$ cat config.mk
export PLATFORM = sky130hd
export DESIGN_NAME = sbt_tap
export DESIGN_NICKNAME = d
export VERILOG_FILES = /design/src/rtl/sbt_pkg.sv /design/src/rtl/sbt_sync.sv /design/src/rtl/sbt_tap.sv
export SDC_FILE = /design/constraint.sdc
export NUM_CORES = 1
export LEC_CHECK = 0
export ABC_AREA = 1
export BUFFER_PORTS_ARGS = -buffer_cell sky130_fd_sc_hd__buf_2
export CELL_PAD_IN_SITES_DETAIL_PLACEMENT = 0
export CELL_PAD_IN_SITES_GLOBAL_PLACEMENT = 1
export CORE_MARGIN = 2
export CORE_UTILIZATION = 47
export DETAILED_ROUTE_END_ITERATION = 6
export PLACE_DENSITY_LB_ADDON = 0.1
export RECOVER_POWER = 25
export SLEW_MARGIN = 15
export SYNTH_ARGS = -nofsm -noshare
export SYNTH_HDL_FRONTEND = slang
export SYNTH_SLANG_ARGS = --single-unit
export TNS_END_PERCENT = 10
$ cat constraint.sdc
create_clock -name clock_in -period 3.1 [get_ports clock_in]
set_clock_uncertainty 0.05 [all_clocks]
set_input_delay 0.155 -clock clock_in [delete_from_list [all_inputs] [get_ports clock_in]]
set_output_delay 0.155 -clock clock_in [all_outputs]
set_load 0.02 [all_outputs]
$ cat src/rtl/sbt_pkg.sv
// Package for the memory boundary-scan test port.
// Assumes a single system clock samples the slow test clock.
package sbt_pkg;

   // TAP controller states, one four-bit code per state
   typedef enum logic [3:0] {
      SBT_RESET      = 4'hF,
      SBT_IDLE       = 4'hC,
      SBT_SEL_DR     = 4'h7,
      SBT_CAP_DR     = 4'h6,
      SBT_SHIFT_DR   = 4'h2,
      SBT_EXIT1_DR   = 4'h1,
      SBT_PAUSE_DR   = 4'h3,
      SBT_EXIT2_DR   = 4'h0,
      SBT_UPDATE_DR  = 4'h5,
      SBT_SEL_IR     = 4'h4,
      SBT_CAP_IR     = 4'hE,
      SBT_SHIFT_IR   = 4'hA,
      SBT_EXIT1_IR   = 4'h9,
      SBT_PAUSE_IR   = 4'hB,
      SBT_EXIT2_IR   = 4'h8,
      SBT_UPDATE_IR  = 4'hD
   } sbt_state_type;

   // Instruction register
   localparam int          SBT_IR_W         = 3;
   localparam logic [2:0]  SBT_OP_EXTEST    = 3'h0;
   localparam logic [2:0]  SBT_OP_IDCODE    = 3'h1;
   localparam logic [2:0]  SBT_OP_SAMPLE_Z  = 3'h2;
   localparam logic [2:0]  SBT_OP_SAMPLE    = 3'h4;
   localparam logic [2:0]  SBT_OP_BYPASS    = 3'h7;
   localparam logic [2:0]  SBT_IR_RESET     = SBT_OP_IDCODE;
   localparam logic [1:0]  SBT_IR_CAPTURE   = 2'h1;

   // Data registers
   localparam int          SBT_ID_W         = 32;
   // Identification code; value is arbitrary
   localparam logic [31:0] SBT_ID_CODE      = 32'h0A5A5001;
   localparam int          SBT_BSR_W36      = 70;
   localparam int          SBT_BSR_W18      = 51;

   // Reset sequence length in TMS-high edges
   localparam int          SBT_RESET_EDGES  = 5;

endpackage

$ cat src/rtl/sbt_sync.sv
// Two-stage synchroniser for one pin input.
// Assumes the input is asynchronous to clock_in; reset value is given.
`timescale 1ns/1ps
module sbt_sync #(
   parameter logic INIT = 1'b0
) (
   // Clock and reset
   input  wire logic clock_in,
   input  wire logic rst_n_in,
   // Data
   input  wire logic d_in,
   output logic      q_out
);
   logic meta_reg;

   // First stage is read only by the second
   always_ff @(posedge clock_in) begin
      if (!rst_n_in) begin
         meta_reg <= INIT;
         q_out    <= INIT;
      end else begin
         meta_reg <= d_in;
         q_out    <= meta_reg;
      end
   end
endmodule

$ cat src/rtl/sbt_tap.sv
// Boundary-scan test access port of a burst memory.
// Assumes clock_in is far faster than the test clock; the test clock,
// TMS and TDI are pins and are synchronised before use.
// Operation
// - TAP, IR, BSR, bypass, ID registers, test clock
// - Reset state leaves memory operation untouched
// - Controller steps on TMS at rising edge
// - Sample on rise, update TDO and its enable on fall
// - Open TMS and TDI read high; code has no pull-ups, only resets their synchronisers high
// - Instruction picks the single scan register
// - TDI into MSB, TDO from LSB
// - TDO driven only while shifting
// - Five TMS-high edges reach reset
// - Test reset never disturbs memory accesses
// - Power-up reset leaves TDO floating
// - Three-bit IR loaded serially
// - IR holds identification code after reset
// - Capture-IR loads 01 into low bits
// - Bypass is one stage, one delay
// - Bypass cleared under bypass instruction
// - ID register captures and shifts code
// - BSR is 70 or 51 stages
// - All-zeros samples and floats memory outputs
// - Sample-Z selects BSR, floats outputs
`timescale 1ns/1ps
module sbt_tap (
   // Clock and reset
   input  wire logic         clock_in,
   input  wire logic         rst_n_in,
   // Configuration: high selects the 36-bit-wide ring
   input  wire logic         wide_cfg_in,
   // Test pins
   input  wire logic         tck_in,
   input  wire logic         tms_in,
   input  wire logic         tdi_in,
   output logic              tdo_out,
   output logic              tdo_oe_n_out,
   // Pin ring snapshot and memory output control
   input  wire logic [69:0]  ring_in,
   output logic              mem_hiz_out,
   // Observation
   output sbt_pkg::sbt_state_type state_out
);
   import sbt_pkg::*;

   // Synchronised pins and test clock edges
   logic          tck_s;
   logic          tms_s;
   logic          tdi_s;
   logic          wide_s;
   logic [69:0]   ring_s;
   logic          tck_d_reg;
   logic          rise;
   logic          fall;

   // Controller and instruction
   sbt_state_type state_reg;
   sbt_state_type state_next;
   logic [2:0]    ir_reg;
   logic [2:0]    op_reg;
   logic          float_op;

   // Data registers
   logic          byp_reg;
   logic [31:0]   id_reg;
   logic [69:0]   bsr_reg;
   logic [69:0]   bsr_shift;

   // Scan path control
   logic          shift_dr;
   logic          shift_ir;
   logic          sel_bsr;
   logic          sel_id;
   logic          scan_bit;
   logic [6:0]    bsr_msb;

   sbt_sync #(.INIT(1'b1)) u_sync_tms (
      .clock_in (clock_in),
      .rst_n_in (rst_n_in),
      .d_in     (tms_in),
      .q_out    (tms_s)
   );
   sbt_sync #(.INIT(1'b1)) u_sync_tdi (
      .clock_in (clock_in),
      .rst_n_in (rst_n_in),
      .d_in     (tdi_in),
      .q_out    (tdi_s)
   );
   // A test clock held low never produces an edge
   sbt_sync #(.INIT(1'b0)) u_sync_tck (
      .clock_in (clock_in),
      .rst_n_in (rst_n_in),
      .d_in     (tck_in),
      .q_out    (tck_s)
   );

   // Ring and width strap are pins too; a ring bit that moves during
   // capture may still land either way, but never goes metastable inside
   for (genvar g = 0; g < 70; g++) begin : g_ring_sync
      sbt_sync #(.INIT(1'b0)) u_sync_ring (
         .clock_in (clock_in),
         .rst_n_in (rst_n_in),
         .d_in     (ring_in[g]),
         .q_out    (ring_s[g])
      );
   end
   sbt_sync #(.INIT(1'b1)) u_sync_wide (
      .clock_in (clock_in),
      .rst_n_in (rst_n_in),
      .d_in     (wide_cfg_in),
      .q_out    (wide_s)
   );

   // Test clock edge detection
   // Edges are seen three clocks late, so each test clock phase must
   // last at least four clocks for TMS and TDI to line up with them
   always_ff @(posedge clock_in) begin
      if (!rst_n_in) begin
         tck_d_reg <= 1'b0;
      end else begin
         tck_d_reg <= tck_s;
      end
   end
   assign rise = tck_s & ~tck_d_reg;
   assign fall = ~tck_s & tck_d_reg;

   always_comb begin
      state_next = state_reg;
      case (state_reg)
         SBT_RESET:     state_next = tms_s ? SBT_RESET : SBT_IDLE;
         SBT_IDLE:      state_next = tms_s ? SBT_SEL_DR : SBT_IDLE;
         SBT_SEL_DR:    state_next = tms_s ? SBT_SEL_IR : SBT_CAP_DR;
         SBT_CAP_DR:    state_next = tms_s ? SBT_EXIT1_DR : SBT_SHIFT_DR;
         SBT_SHIFT_DR:  state_next = tms_s ? SBT_EXIT1_DR : SBT_SHIFT_DR;
         SBT_EXIT1_DR:  state_next = tms_s ? SBT_UPDATE_DR : SBT_PAUSE_DR;
         SBT_PAUSE_DR:  state_next = tms_s ? SBT_EXIT2_DR : SBT_PAUSE_DR;
         SBT_EXIT2_DR:  state_next = tms_s ? SBT_UPDATE_DR : SBT_SHIFT_DR;
         SBT_UPDATE_DR: state_next = tms_s ? SBT_SEL_DR : SBT_IDLE;
         SBT_SEL_IR:    state_next = tms_s ? SBT_RESET : SBT_CAP_IR;
         SBT_CAP_IR:    state_next = tms_s ? SBT_EXIT1_IR : SBT_SHIFT_IR;
         SBT_SHIFT_IR:  state_next = tms_s ? SBT_EXIT1_IR : SBT_SHIFT_IR;
         SBT_EXIT1_IR:  state_next = tms_s ? SBT_UPDATE_IR : SBT_PAUSE_IR;
         SBT_PAUSE_IR:  state_next = tms_s ? SBT_EXIT2_IR : SBT_PAUSE_IR;
         SBT_EXIT2_IR:  state_next = tms_s ? SBT_UPDATE_IR : SBT_SHIFT_IR;
         SBT_UPDATE_IR: state_next = tms_s ? SBT_SEL_DR : SBT_IDLE;
         default:       state_next = SBT_RESET;
      endcase
   end

   // Step on rising edge; five TMS-high edges end in reset
   // power-up reset puts the controller in reset
   always_ff @(posedge clock_in) begin
      if (!rst_n_in) begin
         state_reg <= SBT_RESET;
      end else if (rise) begin
         state_reg <= state_next;
      end
   end

   assign shift_dr = (state_reg == SBT_SHIFT_DR);
   assign shift_ir = (state_reg == SBT_SHIFT_IR);

   // Serial IR shift; capture 01; reload code
   always_ff @(posedge clock_in) begin
      if (!rst_n_in) begin
         ir_reg <= SBT_IR_RESET;
      end else if (rise) begin
         case (state_reg)
            SBT_RESET:  ir_reg <= SBT_IR_RESET;
            SBT_CAP_IR: ir_reg <= {ir_reg[2], SBT_IR_CAPTURE};
            SBT_SHIFT_IR: ir_reg <= {tdi_s, ir_reg[2:1]};
            default:    ir_reg <= ir_reg;
         endcase
      end
   end

   // Code reloads on the edge that enters reset, so no floating
   // instruction survives into the reset state
   always_ff @(posedge clock_in) begin
      if (!rst_n_in) begin
         op_reg <= SBT_IR_RESET;
      end else if (rise) begin
         if (state_next == SBT_RESET) begin
            op_reg <= SBT_IR_RESET;
         end else if (state_reg == SBT_UPDATE_IR) begin
            op_reg <= ir_reg;
         end
      end
   end

   // Instruction decode; unknown codes fall to bypass
   always_comb begin
      sel_bsr = 1'b0;
      sel_id  = 1'b0;
      case (op_reg)
         SBT_OP_EXTEST,
         SBT_OP_SAMPLE_Z,
         SBT_OP_SAMPLE: sel_bsr = 1'b1;
         SBT_OP_IDCODE: sel_id  = 1'b1;
         default:       sel_bsr = 1'b0;
      endcase
   end

   // Single bypass stage; cleared on capture
   always_ff @(posedge clock_in) begin
      if (!rst_n_in) begin
         byp_reg <= 1'b0;
      end else if (rise && !sel_bsr && !sel_id) begin
         if (state_reg == SBT_CAP_DR) begin
            byp_reg <= 1'b0;
         end else if (shift_dr) begin
            byp_reg <= tdi_s;
         end
      end
   end

   always_ff @(posedge clock_in) begin
      if (!rst_n_in) begin
         id_reg <= SBT_ID_CODE;
      end else if (rise && sel_id) begin
         if (state_reg == SBT_CAP_DR) begin
            id_reg <= SBT_ID_CODE;
         end else if (shift_dr) begin
            id_reg <= {tdi_s, id_reg[31:1]};
         end
      end
   end

   // Ring length follows configuration; TDI enters the top stage
   assign bsr_msb = wide_s ? 7'(SBT_BSR_W36 - 1) : 7'(SBT_BSR_W18 - 1);
   assign bsr_shift = {1'b0, bsr_reg[69:1]};

   // Capture samples the ring; preload is not supported
   always_ff @(posedge clock_in) begin
      if (!rst_n_in) begin
         bsr_reg <= 70'h0;
      end else if (rise && sel_bsr) begin
         if (state_reg == SBT_CAP_DR) begin
            bsr_reg <= wide_s ? ring_s
                              : {19'h0, ring_s[SBT_BSR_W18-1:0]};
         end else if (shift_dr) begin
            // Shift toward the LSB, TDI into the top stage
            for (int i = 0; i < 70; i++) begin
               if (7'(i) == bsr_msb) begin
                  bsr_reg[i] <= tdi_s;
               end else begin
                  bsr_reg[i] <= bsr_shift[i];
               end
            end
         end
      end
   end

   // Only the selected register reaches TDO; LSB first
   always_comb begin
      if (shift_ir) begin
         scan_bit = ir_reg[0];
      end else if (sel_bsr) begin
         scan_bit = bsr_reg[0];
      end else if (sel_id) begin
         scan_bit = id_reg[0];
      end else begin
         scan_bit = byp_reg;
      end
   end

   // Outputs change on falling edge; floated outside shifts
   always_ff @(posedge clock_in) begin
      if (!rst_n_in) begin
         tdo_out      <= 1'b0;
         tdo_oe_n_out <= 1'b1;
      end else if (fall) begin
         tdo_out      <= scan_bit;
         tdo_oe_n_out <= ~(shift_dr | shift_ir);
      end
   end

   // All-zeros and sample-Z both float the memory outputs
   assign float_op = (op_reg == SBT_OP_EXTEST) ||
                     (op_reg == SBT_OP_SAMPLE_Z);

   // Reset state never floats memory outputs; registered
   // so the memory side sees one clean level per instruction
   always_ff @(posedge clock_in) begin
      if (!rst_n_in) begin
         mem_hiz_out <= 1'b0;
      end else begin
         mem_hiz_out <= float_op;
      end
   end

   // Controller state for observation
   always_ff @(posedge clock_in) begin
      if (!rst_n_in) begin
         state_out <= SBT_RESET;
      end else begin
         state_out <= state_reg;
      end
   end
endmodule

==> results.sh <==
export IMPL_cts_tree="built"
export IMPL_max_stage_delay_ns=0.43
export IMPL_pre_cts_ws_ns=0.960
export IMPL_multi_input_area_sq_mm=0.00285
export IMPL_cp_end_kind="register"
export IMPL_diodes=0
export IMPL_syn_inst=1130
export IMPL_groute_usage_overall=0.162
export IMPL_grt_max_degree=90
export IMPL_fp_dieW_microns=144
export IMPL_cts_sinks=269
export IMPL_worstSkewPairLatency_ns=0.51
export IMPL_most_common_layout_cells="nand2_1 (337), dfxtp_1 (269), inv_1 (157)"
export IMPL_power_density_mw_per_mm2=630
export IMPL_setup_tns_final_ns=0
export IMPL_finalHoldViolations=0
export IMPL_place_hpwl_microns=9200
export IMPL_regArea_sq_mm=0.00539
export IMPL_fin_crit_sh=0.702
export IMPL_critPathMaxFanout=58
export IMPL_timing_hold_ws_ns=0.0449
export IMPL_cts_path_max_buffers=3
export IMPL_grt_pass1_vias=6172
export IMPL_finalWorstSetupSlack_ns=0.922
export IMPL_hp_start="rst_n_in"
export IMPL_hold_path_class="in -> reg"
export IMPL_grt_overflow=0
export IMPL_worstPathArrival_ns=2.57
export IMPL_wl_per_cell_microns=10.7
export IMPL_maxSlewViolCount=0
export IMPL_path_cells="inv_2 -> nor2_4 -> inv_2 -> nor2_4 -> inv_2 -> nor2_4 -> buf_12 -> o21ai_0 -> a31oi_1"
export IMPL_leakage_uw=0.00543
export IMPL_wirelength_microns=16500
export IMPL_fp_dieH_microns=144
export IMPL_layout_commonest_cell="nand2_1"
export IMPL_drtIter0Drc=362
export IMPL_fmax_mhz=459
export IMPL_row_count=51
export IMPL_final_fill_count=1788
export IMPL_ys_seq_area_frac=0.586
export IMPL_status="completed"
export IMPL_portBuffers=82
export IMPL_avgSynthCellArea_sq_um=8.13
export IMPL_syn_area_sq_mm=0.00918
export IMPL_setup_viol=0
export IMPL_fin_nets=1332
export IMPL_clockRootBuffer="clkbuf_16"
export IMPL_cap_violations=0
export IMPL_clkTransAtPathRegs_ns=0.06
export IMPL_cts_made_buffers=27
export IMPL_yosys_warnings=0
export IMPL_gp_congestion=0.731
export IMPL_slew_headroom=0.0638
export IMPL_startpoint_type="register"
export IMPL_r2r_start="u_sync_tck.q_out$_SDFF_PN0_"
export IMPL_syn_nets=1206
export IMPL_drive_gt1_frac=0.125
export IMPL_synthToLayoutAreaGrowth_pct=24.1
export IMPL_dieArea_sq_mm=0.0207
export IMPL_vdd_drop_max_mv=0.382
export IMPL_vias=7039
export IMPL_post_cts_buffers=0
export IMPL_drt_pass1_iterations=5
export IMPL_vias_per_cell=4.57
export IMPL_cpMaxStageDelayCell="nor2_4"
export IMPL_start_util=0.475
export IMPL_ys_types=23
export IMPL_h_tree_depth=1
export IMPL_power_uw=7170
export IMPL_io_pins=83
export IMPL_finalCriticalPeriod_ns=2.18
export IMPL_antenna_found_initial=0
export IMPL_cp_required_ns=3.49
export IMPL_coreArea_sq_mm=0.0193
export IMPL_tightest_slew_ns=1.40
export IMPL_timing_critical_path_from="u_sync_tck.q_out$_SDFF_PN0_"
export IMPL_grt_pass1_wl_microns=28100
export IMPL_crit_type="reg -> reg"
export IMPL_ys_ff_latch=269
export IMPL_drc=0
export IMPL_drtAntennaViolNets=0
export IMPL_rsz0062_at_grt="false"
==> cell usage after synthesis <==
cell type / count / area [sq um]
o21ai_1: 24 / 120
nor2_1: 10 / 37.5
clkbuf_1: 36 / 135
buf_1: 2 / 7.51
or2_2: 6 / 37.5
mux2_2: 1 / 11.3
o211ai_1: 5 / 37.5
buf_2: 28 / 140
inv_2: 8 / 30.0
buf_6: 4 / 45.0
nand3_1: 64 / 320
nand2_2: 1 / 6.26
inv_1: 157 / 589
nor2_4: 5 / 56.3
buf_4: 1 / 7.51
nor3_1: 1 / 5.00
dfxtp_1: 269 / 5390
clkbuf_2: 1 / 5.00
a21oi_1: 34 / 170
nand3b_1: 1 / 7.51
nand2_1: 338 / 1270
a31oi_1: 71 / 444
o21ai_0: 63 / 315
==> routing by layer <==
layer | wire [microns] | global-route usage
met5 | 0 | 0
met4 | 301 | 0.0495
met3 | 532 | 0.0257
met2 | 7390 | 0.267
met1 | 8320 | 0.218
==> worst paths after layout <==
path	to	depth (start not counted)	slack, ns
worst max-delay path	bsr_reg[38]$_SDFFE_PN0P_	9	0.92
worst min-delay path	id_reg[17]$_SDFFE_PN1P_	2	0.04
worst max register to register	bsr_reg[38]$_SDFFE_PN0P_	9	0.92
worst min register to register	g_ring_sync[54].u_sync_ring.q_out$_SDFF_PN0_	2	0.36
==> critical path, delay by kind of cell (launching register included) <==
kind                   cells  cell delay [ns]
AOI/OAI and AO/OA          2             0.30
and+or+nand+nor            3             0.87
DFF                        1             0.34
buffers and inverters      4             0.51
==> where the power goes <==
group	total, uW	internal [uW]	switching (uW)
Sequential	3590	3560	31.1
Combinational	324	154	170
Clock	3260	2010	1260
==> per-stage QoR <==
stage	util	cells	cell area (sq um)
after global routing	0.589	1540	11400
after detailed placement	0.504	1418	9750
after floorplan	-	1130	9180
after global placement	0.504	1418	9750
after CTS	0.590	1540	11400
final	0.589	1540	11400
==> cell type report <==
cell class	count	share of cell area
Sequential cell	269	0.473
Multi-Input combinational cell	624	0.250
Timing Repair Buffer	169	0.114
Clock buffer	37	0.0687
Inverter	165	0.0544
Tap cell	265	0.0291
Clock inverter	11	0.0116
==> what timing repair did <==
action,CTS,global route
resized for setup,0,0
setup endpoints to repair,0,0
hold buffers,74,0
endpoints found under the hold margin,74,0
==> cells by family (layout without fill, tap and decap cells) <==
family,Yosys count,count (layout),synth area share
muxes,1,1,0.00123
buffers and inverters,237,382,0.105
and+or+nand+nor,426,426,0.189
DFF,269,269,0.586
AOI/OAI and AO/OA,197,197,0.118
Power figures use the tool's default switching activity.
